File: src/hb_order_pkg.sv
// constants and types shared by the host bridge ordering engine
// assumes one 50 MHz clock domain and an AHB-Lite register slave
package hb_order_pkg;
  // register byte offsets
  localparam logic [7:0] CTRL_OFS = 8'h00;
  localparam logic [7:0] STAT_OFS = 8'h04;
  localparam logic [7:0] CNT_OFS = 8'h08;
  // control field positions
  localparam int CTRL_EN_BIT = 0;
  localparam int CTRL_STRICT_BIT = 1;
  localparam int CTRL_EP_BIT = 2;
  localparam int CTRL_TAG_LSB = 4;
  // status field positions
  localparam int STAT_HOLD_BIT = 8;
  localparam int STAT_OUT_BIT = 9;
  localparam int STAT_STALL_BIT = 10;
  // reset values
  localparam logic [2:0] CTRL_RESET = 3'h1;
  localparam logic [4:0] HOST_TAG = 5'h00;
  localparam logic [3:0] SEQ_NONE = 4'h0;
  // widths
  localparam int TAG_W = 5;
  localparam int SEQ_W = 4;
  // ordering point that a second transaction waits for
  localparam logic [1:0] WAIT_NONE = 2'h0;
  localparam logic [1:0] WAIT_GO = 2'h1;
  localparam logic [1:0] WAIT_GV = 2'h2;
  // bus transfer size of a whole word
  localparam logic [2:0] HSIZE_WORD = 3'h2;
  // target space of a transaction
  typedef enum logic [2:0] {
    CLS_CW = 3'h0,
    CLS_CR = 3'h1,
    CLS_NC = 3'h2,
    CLS_INTR = 3'h3,
    CLS_FLUSH = 3'h4,
    CLS_FENCE = 3'h5,
    CLS_RESP = 3'h6
  } class_t;
  // one classified transaction
  typedef struct packed {
    logic valid;
    class_t cls;
    logic posted;
    logic upstream;
    logic pass_posted;
    logic local_acc;
    logic external;
    logic [TAG_W-1:0] tag;
    logic [SEQ_W-1:0] seq;
  } txn_t;
endpackage

File: src/host_bridge_ordering_engine.sv
// ordering engine of a host bridge: holds each transaction until the
// earlier ones it depends on have reached ordered or visible points
// assumes link and fabric logic on hclk, AHB-Lite register access
`timescale 1ns/100ps
module host_bridge_ordering_engine
  import hb_order_pkg::*;
#(
  parameter int SLOTS = 8
) (
  // clock and reset
  input wire logic hclk,
  input wire logic hresetn,
  // ahb-lite slave
  input wire logic hsel,
  input wire logic [31:0] haddr,
  input wire logic [1:0] htrans,
  input wire logic hwrite,
  input wire logic [2:0] hsize,
  input wire logic [31:0] hwdata,
  input wire logic hready,
  output logic [31:0] hrdata,
  output logic hreadyout,
  output logic hresp,
  // classified transaction from the link side
  input wire logic in_valid,
  input wire logic [2:0] in_class,
  input wire logic in_posted,
  input wire logic in_upstream,
  input wire logic in_pass_posted,
  input wire logic in_local,
  input wire logic in_external,
  input wire logic [TAG_W-1:0] in_link_source_tag,
  input wire logic [SEQ_W-1:0] in_sequence_tag,
  output logic in_ready,
  // released transaction toward the host fabric
  output logic out_valid,
  output logic [2:0] out_class,
  output logic out_posted,
  output logic out_upstream,
  output logic out_external,
  output logic [TAG_W-1:0] out_link_source_tag,
  output logic [SEQ_W-1:0] out_sequence_tag,
  output logic out_tracked,
  output logic [$clog2(SLOTS)-1:0] out_slot,
  input wire logic out_ready,
  // ordering point reports from the fabric, and response side-effect completion
  input wire logic go_pulse,
  input wire logic [$clog2(SLOTS)-1:0] go_slot,
  input wire logic gv_pulse,
  input wire logic [$clog2(SLOTS)-1:0] gv_slot,
  input wire logic resp_side_done
);
  localparam int SW = $clog2(SLOTS);

  typedef struct packed {
    txn_t t;
    logic go;
    logic gv;
  } slot_t;

  typedef struct packed {
    slot_t [SLOTS-1:0] slots;
    txn_t hold;
    txn_t outq;
    logic out_trk;
    logic [SW-1:0] out_idx;
    logic in_rdy;
    logic [2:0] ctrl;
    logic [TAG_W-1:0] ep_tag;
    logic [15:0] issued;
    logic stall;
    logic a_act;
    logic a_wr;
    logic [7:0] a_ofs;
    logic [31:0] rdata;
    logic rdy;
  } state_t;

  state_t s_reg, s_next;
  logic blocked;
  logic issue;
  logic has_free;
  logic [SW-1:0] free_idx;
  logic [TAG_W-1:0] host_tag;

  // wait figure for a pair by target space and whether the first is posted
  function automatic logic [1:0] table_wait(class_t f, logic fp, class_t s);
    logic [1:0] w;
    w = WAIT_NONE;
    if (f == CLS_FLUSH || f == CLS_RESP) begin
      w = WAIT_NONE;
    end else if (f == CLS_FENCE) begin
      w = WAIT_GV;
    end else if (s == CLS_FENCE) begin
      case (f)
        CLS_CW: w = fp ? WAIT_GV : WAIT_NONE;
        CLS_NC: w = fp ? WAIT_GO : WAIT_NONE;
        CLS_INTR: w = WAIT_GV;
        default: w = WAIT_NONE;
      endcase
    end else begin
      case (f)
        CLS_CW: w = (s == CLS_CR) ? WAIT_GO : WAIT_GV;
        CLS_CR: w = (s == CLS_CW || s == CLS_CR || s == CLS_NC) ? WAIT_GO : WAIT_NONE;
        CLS_NC: w = WAIT_GO;
        CLS_INTR: w = (s == CLS_RESP) ? WAIT_GV : WAIT_NONE;
        default: w = WAIT_NONE;
      endcase
    end
    return w;
  endfunction

  // whether two transactions share an i/o stream
  function automatic logic same_stream(txn_t a, txn_t b, logic [TAG_W-1:0] ht);
    logic m;
    if (a.cls == CLS_FENCE || b.cls == CLS_FENCE) begin
      m = 1'b1; // a fence orders against every source, as first or second
    end else if (!a.upstream && !b.upstream) begin
      m = 1'b1;
    end else if (a.upstream && b.upstream) begin
      m = (a.tag == b.tag);
    end else begin
      m = (a.tag == b.tag) && (a.tag == ht);
    end
    return m;
  endfunction

  // virtual channel of a transaction
  function automatic logic [1:0] chan(txn_t t);
    return t.posted ? 2'h0 : ((t.cls == CLS_RESP) ? 2'h2 : 2'h1);
  endfunction

  // point that earlier f must reach before later s may take effect
  function automatic logic [1:0] need(txn_t f, txn_t s, logic strict, logic [TAG_W-1:0] ht);
    logic [1:0] w;
    w = WAIT_NONE;
    if (f.local_acc == s.local_acc && same_stream(f, s, ht)) begin
      w = table_wait(f.cls, f.posted, s.cls);
      if (f.upstream != s.upstream && s.cls == CLS_RESP && f.posted && !s.pass_posted) begin
        // opposite directions: response pushes posted writes unless flagged
        // only ever raises the wait, so a cacheable write still needs visible
        w = (w == WAIT_NONE) ? WAIT_GO : w;
      end
      if (w == WAIT_NONE && f.seq != SEQ_NONE && f.seq == s.seq && chan(f) == chan(s)) begin
        w = WAIT_GO;
      end
      if (w == WAIT_GV && f.external) begin
        w = WAIT_GO;
      end
      if (strict && w != WAIT_NONE) begin
        w = WAIT_GV;
      end
    end
    return w;
  endfunction

  // register read mux, unmapped offsets read zero
  function automatic logic [31:0] rd_mux(state_t s, logic [7:0] ofs);
    logic [31:0] d;
    d = 32'h0000_0000;
    case (ofs)
      CTRL_OFS: begin
        d[CTRL_EN_BIT] = s.ctrl[CTRL_EN_BIT];
        d[CTRL_STRICT_BIT] = s.ctrl[CTRL_STRICT_BIT];
        d[CTRL_EP_BIT] = s.ctrl[CTRL_EP_BIT];
        d[CTRL_TAG_LSB +: TAG_W] = s.ep_tag;
      end
      STAT_OFS: begin
        for (int i = 0; i < SLOTS; i++) begin
          d[i] = s.slots[i].t.valid;
        end
        d[STAT_HOLD_BIT] = s.hold.valid;
        d[STAT_OUT_BIT] = s.outq.valid;
        d[STAT_STALL_BIT] = s.stall;
      end
      CNT_OFS: d[15:0] = s.issued;
      default: d = 32'h0000_0000;
    endcase
    return d;
  endfunction

  // host tag: zero unless the host acts as an endpoint
  assign host_tag = s_reg.ctrl[CTRL_EP_BIT] ? s_reg.ep_tag : HOST_TAG;

  // next state: fabric reports, release, intake and registers
  always_comb begin
    s_next = s_reg;
    blocked = 1'b0;
    has_free = 1'b0;
    free_idx = '0;
    // ordering point reports; visible implies ordered
    for (int i = 0; i < SLOTS; i++) begin
      if (s_reg.slots[i].t.valid) begin
        if (go_pulse && go_slot == SW'(i)) begin
          s_next.slots[i].go = 1'b1;
          if (s_reg.slots[i].t.external) begin
            s_next.slots[i].t.valid = 1'b0;
          end
        end
        if (gv_pulse && gv_slot == SW'(i)) begin
          s_next.slots[i].go = 1'b1;
          s_next.slots[i].gv = 1'b1;
          s_next.slots[i].t.valid = 1'b0; // nothing waits past visible
        end
      end
    end
    // every tracked earlier transaction is a possible first of a pair
    for (int i = 0; i < SLOTS; i++) begin
      if (s_reg.slots[i].t.valid) begin
        case (need(s_reg.slots[i].t, s_reg.hold, s_reg.ctrl[CTRL_STRICT_BIT], host_tag))
          WAIT_GO: blocked = blocked | !(s_reg.slots[i].go || s_reg.slots[i].gv);
          WAIT_GV: blocked = blocked | !s_reg.slots[i].gv;
          default: blocked = blocked;
        endcase
      end else if (!has_free) begin
        has_free = 1'b1;
        free_idx = SW'(i);
      end
    end
    // release: flush and response are never firsts, so they take no slot
    issue = s_reg.hold.valid && s_reg.ctrl[CTRL_EN_BIT] && !blocked
          && (!s_reg.outq.valid || out_ready)
          && (s_reg.hold.cls == CLS_FLUSH || s_reg.hold.cls == CLS_RESP || has_free)
          && (s_reg.hold.cls != CLS_RESP || resp_side_done);
    if (s_reg.outq.valid && out_ready) begin
      s_next.outq.valid = 1'b0;
    end
    if (issue) begin
      s_next.outq = s_reg.hold;
      s_next.hold.valid = 1'b0;
      s_next.out_trk = 1'b0;
      s_next.out_idx = free_idx;
      s_next.issued = s_reg.issued + 16'h0001;
      if (s_reg.hold.cls != CLS_FLUSH && s_reg.hold.cls != CLS_RESP) begin
        s_next.out_trk = 1'b1;
        s_next.slots[free_idx].t = s_reg.hold;
        s_next.slots[free_idx].go = 1'b0;
        s_next.slots[free_idx].gv = 1'b0;
      end
    end
    s_next.stall = s_reg.hold.valid && !issue;
    // intake into the single holding stage
    if (s_reg.in_rdy && in_valid) begin
      s_next.hold.valid = 1'b1;
      s_next.hold.cls = class_t'(in_class);
      s_next.hold.posted = in_posted;
      s_next.hold.upstream = in_upstream;
      s_next.hold.pass_posted = in_pass_posted;
      s_next.hold.local_acc = in_local;
      s_next.hold.external = in_external;
      s_next.hold.tag = in_link_source_tag;
      s_next.hold.seq = in_sequence_tag;
    end
    s_next.in_rdy = !s_next.hold.valid;
    // ahb-lite: zero wait states, always okay
    s_next.rdy = 1'b1;
    if (s_reg.a_act && s_reg.a_wr && s_reg.a_ofs == CTRL_OFS) begin
      s_next.ctrl[CTRL_EN_BIT] = hwdata[CTRL_EN_BIT];
      s_next.ctrl[CTRL_STRICT_BIT] = hwdata[CTRL_STRICT_BIT];
      s_next.ctrl[CTRL_EP_BIT] = hwdata[CTRL_EP_BIT];
      s_next.ep_tag = hwdata[CTRL_TAG_LSB +: TAG_W];
    end
    s_next.a_act = 1'b0;
    if (hsel && hready && htrans[1]) begin
      s_next.a_act = (hsize == HSIZE_WORD); // writes of other sizes are ignored
      s_next.a_wr = hwrite;
      s_next.a_ofs = {haddr[7:2], 2'h0};
      if (!hwrite) begin
        s_next.rdata = rd_mux(s_reg, {haddr[7:2], 2'h0});
      end
    end
  end

  // state register
  always_ff @(posedge hclk or negedge hresetn) begin
    if (!hresetn) begin
      s_reg <= '0;
      s_reg.ctrl <= CTRL_RESET;
    end else begin
      s_reg <= s_next;
    end
  end

  // outputs straight from the state register, hresp tied low
  assign hrdata = s_reg.rdata;
  assign hreadyout = s_reg.rdy;
  assign hresp = 1'b0;
  assign in_ready = s_reg.in_rdy;
  assign out_valid = s_reg.outq.valid;
  assign out_class = s_reg.outq.cls;
  assign out_posted = s_reg.outq.posted;
  assign out_upstream = s_reg.outq.upstream;
  assign out_external = s_reg.outq.external;
  assign out_link_source_tag = s_reg.outq.tag;
  assign out_sequence_tag = s_reg.outq.seq;
  assign out_tracked = s_reg.out_trk;
  assign out_slot = s_reg.out_idx;

  // helpers for the checks below, written apart from the wait function
  logic fence_pend;
  logic cw_pend;
  logic seq_pend;
  always_comb begin
    fence_pend = 1'b0;
    cw_pend = 1'b0;
    seq_pend = 1'b0;
    for (int i = 0; i < SLOTS; i++) begin
      if (s_reg.slots[i].t.valid && s_reg.slots[i].t.local_acc == s_reg.hold.local_acc) begin
        // a fence holds back later traffic of every source and direction
        fence_pend = fence_pend | (s_reg.slots[i].t.cls == CLS_FENCE && !s_reg.slots[i].gv
                     && !s_reg.slots[i].t.external);
        if (!s_reg.slots[i].t.upstream && !s_reg.hold.upstream) begin
          cw_pend = cw_pend | (s_reg.slots[i].t.cls == CLS_CW && !s_reg.slots[i].gv
                    && !s_reg.slots[i].t.external);
          // responses sit in their own channel, so a shared tag does not bind them
          seq_pend = seq_pend | (s_reg.slots[i].t.seq == s_reg.hold.seq
                     && s_reg.hold.seq != SEQ_NONE && !s_reg.slots[i].go
                     && s_reg.slots[i].t.posted == s_reg.hold.posted
                     && s_reg.hold.cls != CLS_RESP);
        end
      end
    end
  end
endmodule

File: config.mk
export PLATFORM = sky130hd
export DESIGN_NAME = host_bridge_ordering_engine
export DESIGN_NICKNAME = d
export VERILOG_FILES = /design/src/hb_order_pkg.sv /design/src/host_bridge_ordering_engine.sv
export SDC_FILE = /design/constraint.sdc
export NUM_CORES = 1
export LEC_CHECK = 0
export ABC_AREA = 0
export BUFFER_PORTS_ARGS = -buffer_cell sky130_fd_sc_hd__buf_2
export CAP_MARGIN = 20
export CORE_MARGIN = 5
export CORE_UTILIZATION = 50
export DETAILED_ROUTE_END_ITERATION = 8
export GPL_TIMING_DRIVEN = 0
export PLACE_DENSITY = 0.68
export SYNTH_ARGS = -nofsm -noshare
export SYNTH_HDL_FRONTEND = slang
export SYNTH_SLANG_ARGS = --single-unit
File: constraint.sdc
create_clock -name hclk -period 5.54 [get_ports hclk]
set_input_delay 0.554 -clock hclk [delete_from_list [all_inputs] [get_ports hclk]]
set_output_delay 0.554 -clock hclk [all_outputs]
set_load 0.01 [all_outputs]
==> results.md, run 1 <==
* Status: completed
* DP Area at about 15000 um2
* CP endpoint kind: flip-flop
* Max Clock Skew at around 0.026 ns
* Top cells by area, synth: dfrtp_1 44%, mux2_2 12%, xnor2_1 4.5%
* CTS clk-pin slew, worst paths at 0.06 ns
* Synth async-reset ratio at 100%
* Hold/Removal Path Class: primary input to flip-flop
* Worst hold slack at between 0.15 and 0.2 ns
* Critical path arrival at a little under 6 ns
* First-pass GRT wire length at 60.9 mm
* IO buf count at a little under 90
* RePlAce Congestion at ~0.90
* DRT antenna net count at 0
* TritonCTS clock tree: done
* CP startpoint kind: flip-flop
* Vias in the first global route at 10600
* Power density of the placed cells at just under 500 nW/um2
* Most common cell after layout, fill and taps aside: dfrtp_1
* Worst VDD drop at about 300 uV
* Hpwl dp at between 20 and 30 mm
* Worst-skew pair later-pin latency at between 0.5 and 0.6 ns
* # H-tree levels at 1
* Finished Cell Area at 15700 um2
* Slew Limit Fails at 0
* Syn Area/Cell at about 10 um2
* #FFs+latches synth at ~240
* # diodes at 0
* Initial Util at between 50% and 60%
* DRC Markers at 0
* Largest net degree at the start of global routing at 92
* Setup Viol. Count Final at 0
* Root buf cell: clkbuf_16
* Vias per std cell at 5.93
* Syn Std Cell Area at 13700 um2
* Yosys warns at 0
* Slew @ Worst Pin at 0.982 ns
* Placement Rows at 60
* Number of synthesized flops with an enable pin at 0
* Die area at 30900 um2
* Final WS setup at 0.157 ns
* Crit-path max FO at 10
* Initial antenna violation count at 0
* Fin Setup TNS at 0 ns
* Leak at just over 7 nW
* Layout area overhead at 14.1%
* Final Util at roughly three fifths
* Multi-input logic area at around 7000 um2
* Worst Path Required at 5.95 ns
* Clk sinks at approximately 240
* GRT Util Overall at approximately a quarter
* Top Ports at between 150 and 200
* Rel. slew slack at about a third
* DIE WIDTH at between 150 and 200 um
* Synth top area share at 43.7%
* Period Utilization, post-route at a little over nine tenths
* Die height at around 180 um
* Pre-antenna DRT Iters at 6
* Drt total wl at about 39 mm
* Register Area at approximately 6000 um2
* Routed len/inst at between 20 and 25 um
* Max-Cap Viols at 0
* Routed vias at ~11000
* Setup Crit Path Kind: flip-flop to flip-flop
* Clock Tree Buf Depth at 3
* Peak Freq at between 150 and 200 MHz
* Core Region at about 27000 um2
* Share of cells above drive strength 1 at 26.2%
* Most used DFF post-synth: dfrtp_1
* Total gr overflow at 0
* Fillcell total at between 2000 and 2500
* Place WS at -0.209 ns
* Final #Nets at 1583
* DRC marker count from the first detailed-route iteration at around 800
* Synth cell types at 76
* Final hold vios at 0
* Cts bufs inserted at 27
* Synth Instances at 1314
* Register area share after synthesis at a little over two fifths
* Yosys top cell by area: dfrtp_1
* Tmin final at 5.38 ns
* Most frequent cells in the layout: 240 x dfrtp_1, 148 x mux2_2, 99 x buf_2
-- through the flow --
stage          instances  total power [mW]
2_1_floorplan       1330              4.87
3_5_place_dp        1761              5.90
4_1_cts             1813              7.68
3_3_place_gp        1759              5.82
5_1_grt             1816              8.15
6_report            1816              7.70
-- kinds of logic after synthesis --
kind of cell,Yosys count,share of synthesized area (%)
other cells,2,0.0546
fa+ha+maj,26,2.37
xor+xnor,119,7.58
flops,241,43.9
compound gates,223,10.8
buf+inv,162,6.06
mux,177,14.4
simple gates,364,14.8
-- report_power, final --
| part | internal [mW] | switching, mW |
|---|---|---|
| Clock | 1.03 | 0.720 |
| Sequential | 2.23 | 0.477 |
| Combinational | 1.37 | 1.87 |
-- area by class of cell --
cell class	count	area share [%]
buffer	125	4.48
clock buffer	41	5.28
inverter	37	0.918
sequential	241	38.5
multi-input combinational	927	44.3
tap	341	2.72
clock inverter	8	0.295
timing repair buffer	96	3.53
-- critical path, stage by stage, from the launching register on --
cell      delay, ns
dfrtp_1        0.34
clkbuf_1       0.35
buf_1          0.57
nand2_1        0.21
xnor2_1        0.17
a31oi_1        0.28
a21oi_1        0.11
o21ai_0        0.37
nand4_1        0.22
ha_1           0.32
or3b_1         0.36
o2111a_1       0.26
o21ai_1        0.14
nor3_2         0.11
buf_2          0.22
o21ai_1        0.38
buf_2          0.46
mux2_2         0.39
-- final timing paths --
| path | from | endpoint | slack [ns] | cells past startpoint |
|---|---|---|---|---|
| min reg2reg | s_reg[59]$_DFFE_PN0P_ | s_reg[59]$_DFFE_PN0P_ | 0.47 | 1 |
| max in group asynchronous | hresetn | asynchronous set/reset pin | 4.16 | 3 |
| min in group asynchronous | hresetn | s_reg[42]$_DFF_PN0_ | 0.57 | 2 |
| max reg2reg | s_reg[62]$_DFFE_PN0P_ | out_external$_DFFE_PN0P_ | 0.16 | 17 |
| min | hsize[2] | s_reg[42]$_DFF_PN0_ | 0.19 | 2 |
| max | s_reg[62]$_DFFE_PN0P_ | out_external$_DFFE_PN0P_ | 0.16 | 17 |
-- timing repair --
action | CTS | global route
buffers inserted | 2 | 3
hold buffers | 1 | 0
pin swaps | 1 | 2
gates resized for setup | 2 | 14
endpoints found under the hold margin | 62 | 0
endpoints found under the setup margin | 24 | 47
-- per-layer routing --
metal / track usage (%) / vias up / part of all wire [%]
met1: 34.2 / 5296 / 43
met2: 38.8 / 440 / 45
met3: 4.46 / 95 / 7.1
li1: - / 4939 / -
met5: 0 / - / 0
met4: 10.2 / 0 / 4.6
-- cell usage after synthesis (all sizes together), types with 4 or more instances --
master and count:
nor3b 4, or4 6, o2111a 5, dfrtp 240, o31ai 8, nand2b 17
nor2b 22, xor2 48, mux2 153, inv 35, buf 69, nand4b 8
clkbuf 56, o32ai 6, a2111oi 7, ha 26, nand2 75, nand3 36
nand3b 14, nand4 24, a22o 9, a31oi 25, o21a 6, and3 4
and2 6, nor4 9, o21ai 63, nor4b 4, xnor2 71, a221oi 4
nor4bb 12, a311oi 5, or3 9, a21oi 38, o22ai 6, nor2 73
a211oi 6, a31o 5, nor3 26, mux2i 24, or2 4, and3b 7
Power figures use the tool's default switching activity.
==> inputs of run 2 (changes only) <==
--- a/config.mk
+++ b/config.mk
@@ -9,10 +9,10 @@
 export BUFFER_PORTS_ARGS = -buffer_cell sky130_fd_sc_hd__buf_2
 export CAP_MARGIN = 20
 export CORE_MARGIN = 5
-export CORE_UTILIZATION = 50
+export CORE_UTILIZATION = 55
 export DETAILED_ROUTE_END_ITERATION = 8
 export GPL_TIMING_DRIVEN = 0
-export PLACE_DENSITY = 0.68
+export PLACE_DENSITY = 0.74
 export SYNTH_ARGS = -nofsm -noshare
 export SYNTH_HDL_FRONTEND = slang
 export SYNTH_SLANG_ARGS = --single-unit
==> results.md, run 2 (synthesized netlist as in run 1, its figures left out) <==
* Clk pwr share at between 20 and 25%
* Drt total wl at 37.8 mm
* Initial Util at 56.2%
* DIE WIDTH at 168 um
* End of the worst hold path: s_reg[42]$_DFF_PN0_
* Tot Pwr at between 7 and 8 mW
* IO buf count at 88
* NetSw at just over 3 mW
* Worst flop-to-flop path endpoint: out_link_source_tag[4]$_DFFE_PN0P_
* Pre-antenna DRT Iters at 5
* Max Clock Skew at 0.0115 ns
* CP startpoint kind: flip-flop
* CTS clk-pin slew, worst paths at ~0.06 ns
* Finished Cell Area at 15600 um2
* Largest net degree at the start of global routing at approximately 90
* Sequential cell fraction of total power at 35.2%
* Worst hold path cell count at 2
* Core Region at around 24000 um2
* Rel. slew slack at between 30% and 40%
* Final #Nets at 1583
* Vias in the first global route at between 10000 and 15000
* Leak at between 7 and 8 nW
* Most frequent cells in the layout: 240 x dfrtp_1, 148 x mux2_2, 98 x buf_2
* Slew @ Worst Pin at between 0.9 and 1 ns
* Top Ports at 157
* GRT Util Overall at a little over a quarter
* DP Area at roughly 15000 um2
* Worst-skew pair later-pin latency at around 0.53 ns
* Placement Rows at between 50 and 60
* Crit-path max FO at 10
* Clk sinks at 241
* Final WS setup at approximately 0.17 ns
* Worst Path Required at around 6.0 ns
* TritonCTS clock tree: done
* Hpwl dp at between 20 and 30 mm
* Register-to-register setup slack at between 0.15 and 0.2 ns
* Period Utilization, post-route at between 90% and 100%
* Internal Power at ~4.6 mW
* Most common cell after layout, fill and taps aside: dfrtp_1
* RSZ-0062 raised after global routing: no
* First-pass GRT wire length at ~60 mm
* Sw frac at between 30% and 40%
* Die height at around 170 um
* Place WS at -0.196 ns
* Root buf cell: clkbuf_16
* Total gr overflow at 0
* DRC Markers at 0
* Vias per std cell at 5.97
* Combinational Power Share at a little over two fifths
* Power density of the placed cells at roughly 500 nW/um2
* Layout area overhead at 13.7%
* Routed vias at around 11000
* # diodes at 0
* Worst R2R Path Depth at 16
* Max-Cap Viols at 0
* Clock Tree Buf Depth at 3
* Fin Setup TNS at 0 ns
* Cts bufs inserted at 27
* Initial antenna violation count at 0
* Min-delay src: hsize[2]
* Worst hold slack at ~0.19 ns
* Setup Viol. Count Final at 0
* FF-to-FF Start: s_reg[106]$_DFFE_PN0P_
* Crit. Startpoint: s_reg[106]$_DFFE_PN0P_
* DRC marker count from the first detailed-route iteration at between 900 and 1000
* RePlAce Congestion at about 0.94
* Setup Crit Path Kind: flip-flop to flip-flop
* Tmin final at ~5.4 ns
* Peak Freq at between 150 and 200 MHz
* Slew Limit Fails at 0
* Worst VDD drop at 391 uV
* Hold/Removal Path Class: primary input to flip-flop
* CP endpoint kind: flip-flop
* DRT antenna net count at 0
* Share of cells above drive strength 1 at around 26%
* Final hold vios at 0
* Critical path arrival at about 5.8 ns
* Die area at ~28000 um2
* Status: completed
* Routed len/inst at between 20 and 25 um
* # H-tree levels at 1
-- run 2: cell type report --
cell class,count,area (um2)
flip-flops and latches,241,6030
multi-input cells,927,6940
inverters,37,146
clock buffers,39,751
fillers,2003,8830
clock inverters,10,100
well taps,324,405
plain buffers,125,703
repair buffers,96,553
-- run 2: per-stage QoR --
step,utilization [%],cells
6_report,63.9,1799
5_1_grt,63.9,1799
4_1_cts,63.7,1796
3_5_place_dp,60.2,1744
3_3_place_gp,59.9,1742
2_1_floorplan,-,1330
-- run 2: power groups by stage --
stage | Combinational (mW) | Clock, mW | Sequential, mW
6_report | 3.25 | 1.74 | 2.71
5_1_grt | 3.54 | 1.84 | 2.76
4_1_cts | 3.20 | 1.77 | 2.69
3_5_place_dp | 3.18 | 0 | 2.72
3_3_place_gp | 3.11 | 0 | 2.69
2_1_floorplan | 2.28 | 0 | 2.58
-- run 2: what timing repair did --
item,in CTS,in global routing
hold endpoints to repair,11,0
resized for setup,0,15
pin swaps,1,1
cloned,0,0
hold buffers,1,0
setup buffers,2,3
setup endpoints to repair,7,66
-- run 2: worst max-delay path by stage --
stage,to,slack (ns),depth (start not counted)
final,out_link_source_tag[4]$_DFFE_PN0P_,0.17,16
after global placement,asynchronous set/reset pin,-0.39,1
after CTS,flip-flop,0.1,16
after floorplan,flip-flop,1.17,16
after detailed placement,flip-flop,-0.20,16
after global routing,out_sequence_tag[3]$_DFFE_PN0P_,0.01,17
-- run 2: critical path, cell delays in order, from the launching register on --
cell,delay (ns)
dfrtp_1,0.49
clkbuf_1,0.40
nand3b_1,0.16
clkbuf_1,0.42
xnor2_1,0.44
a21oi_1,0.11
or3_1,0.39
nand4_1,0.16
o2111a_1,0.20
ha_1,0.23
or4_1,0.54
nand4_1,0.19
nor3_1,0.12
buf_2,0.23
o21ai_1,0.37
clkbuf_4,0.42
mux2_2,0.37
-- run 2: layer usage --
metal	share of wire, %	up-vias	GRT usage, %
met1	43	5298	36.3
met2	46	410	42.6
met5	0	-	0
met3	7.2	95	4.45
met4	4.1	0	9.67
li1	-	4933	-
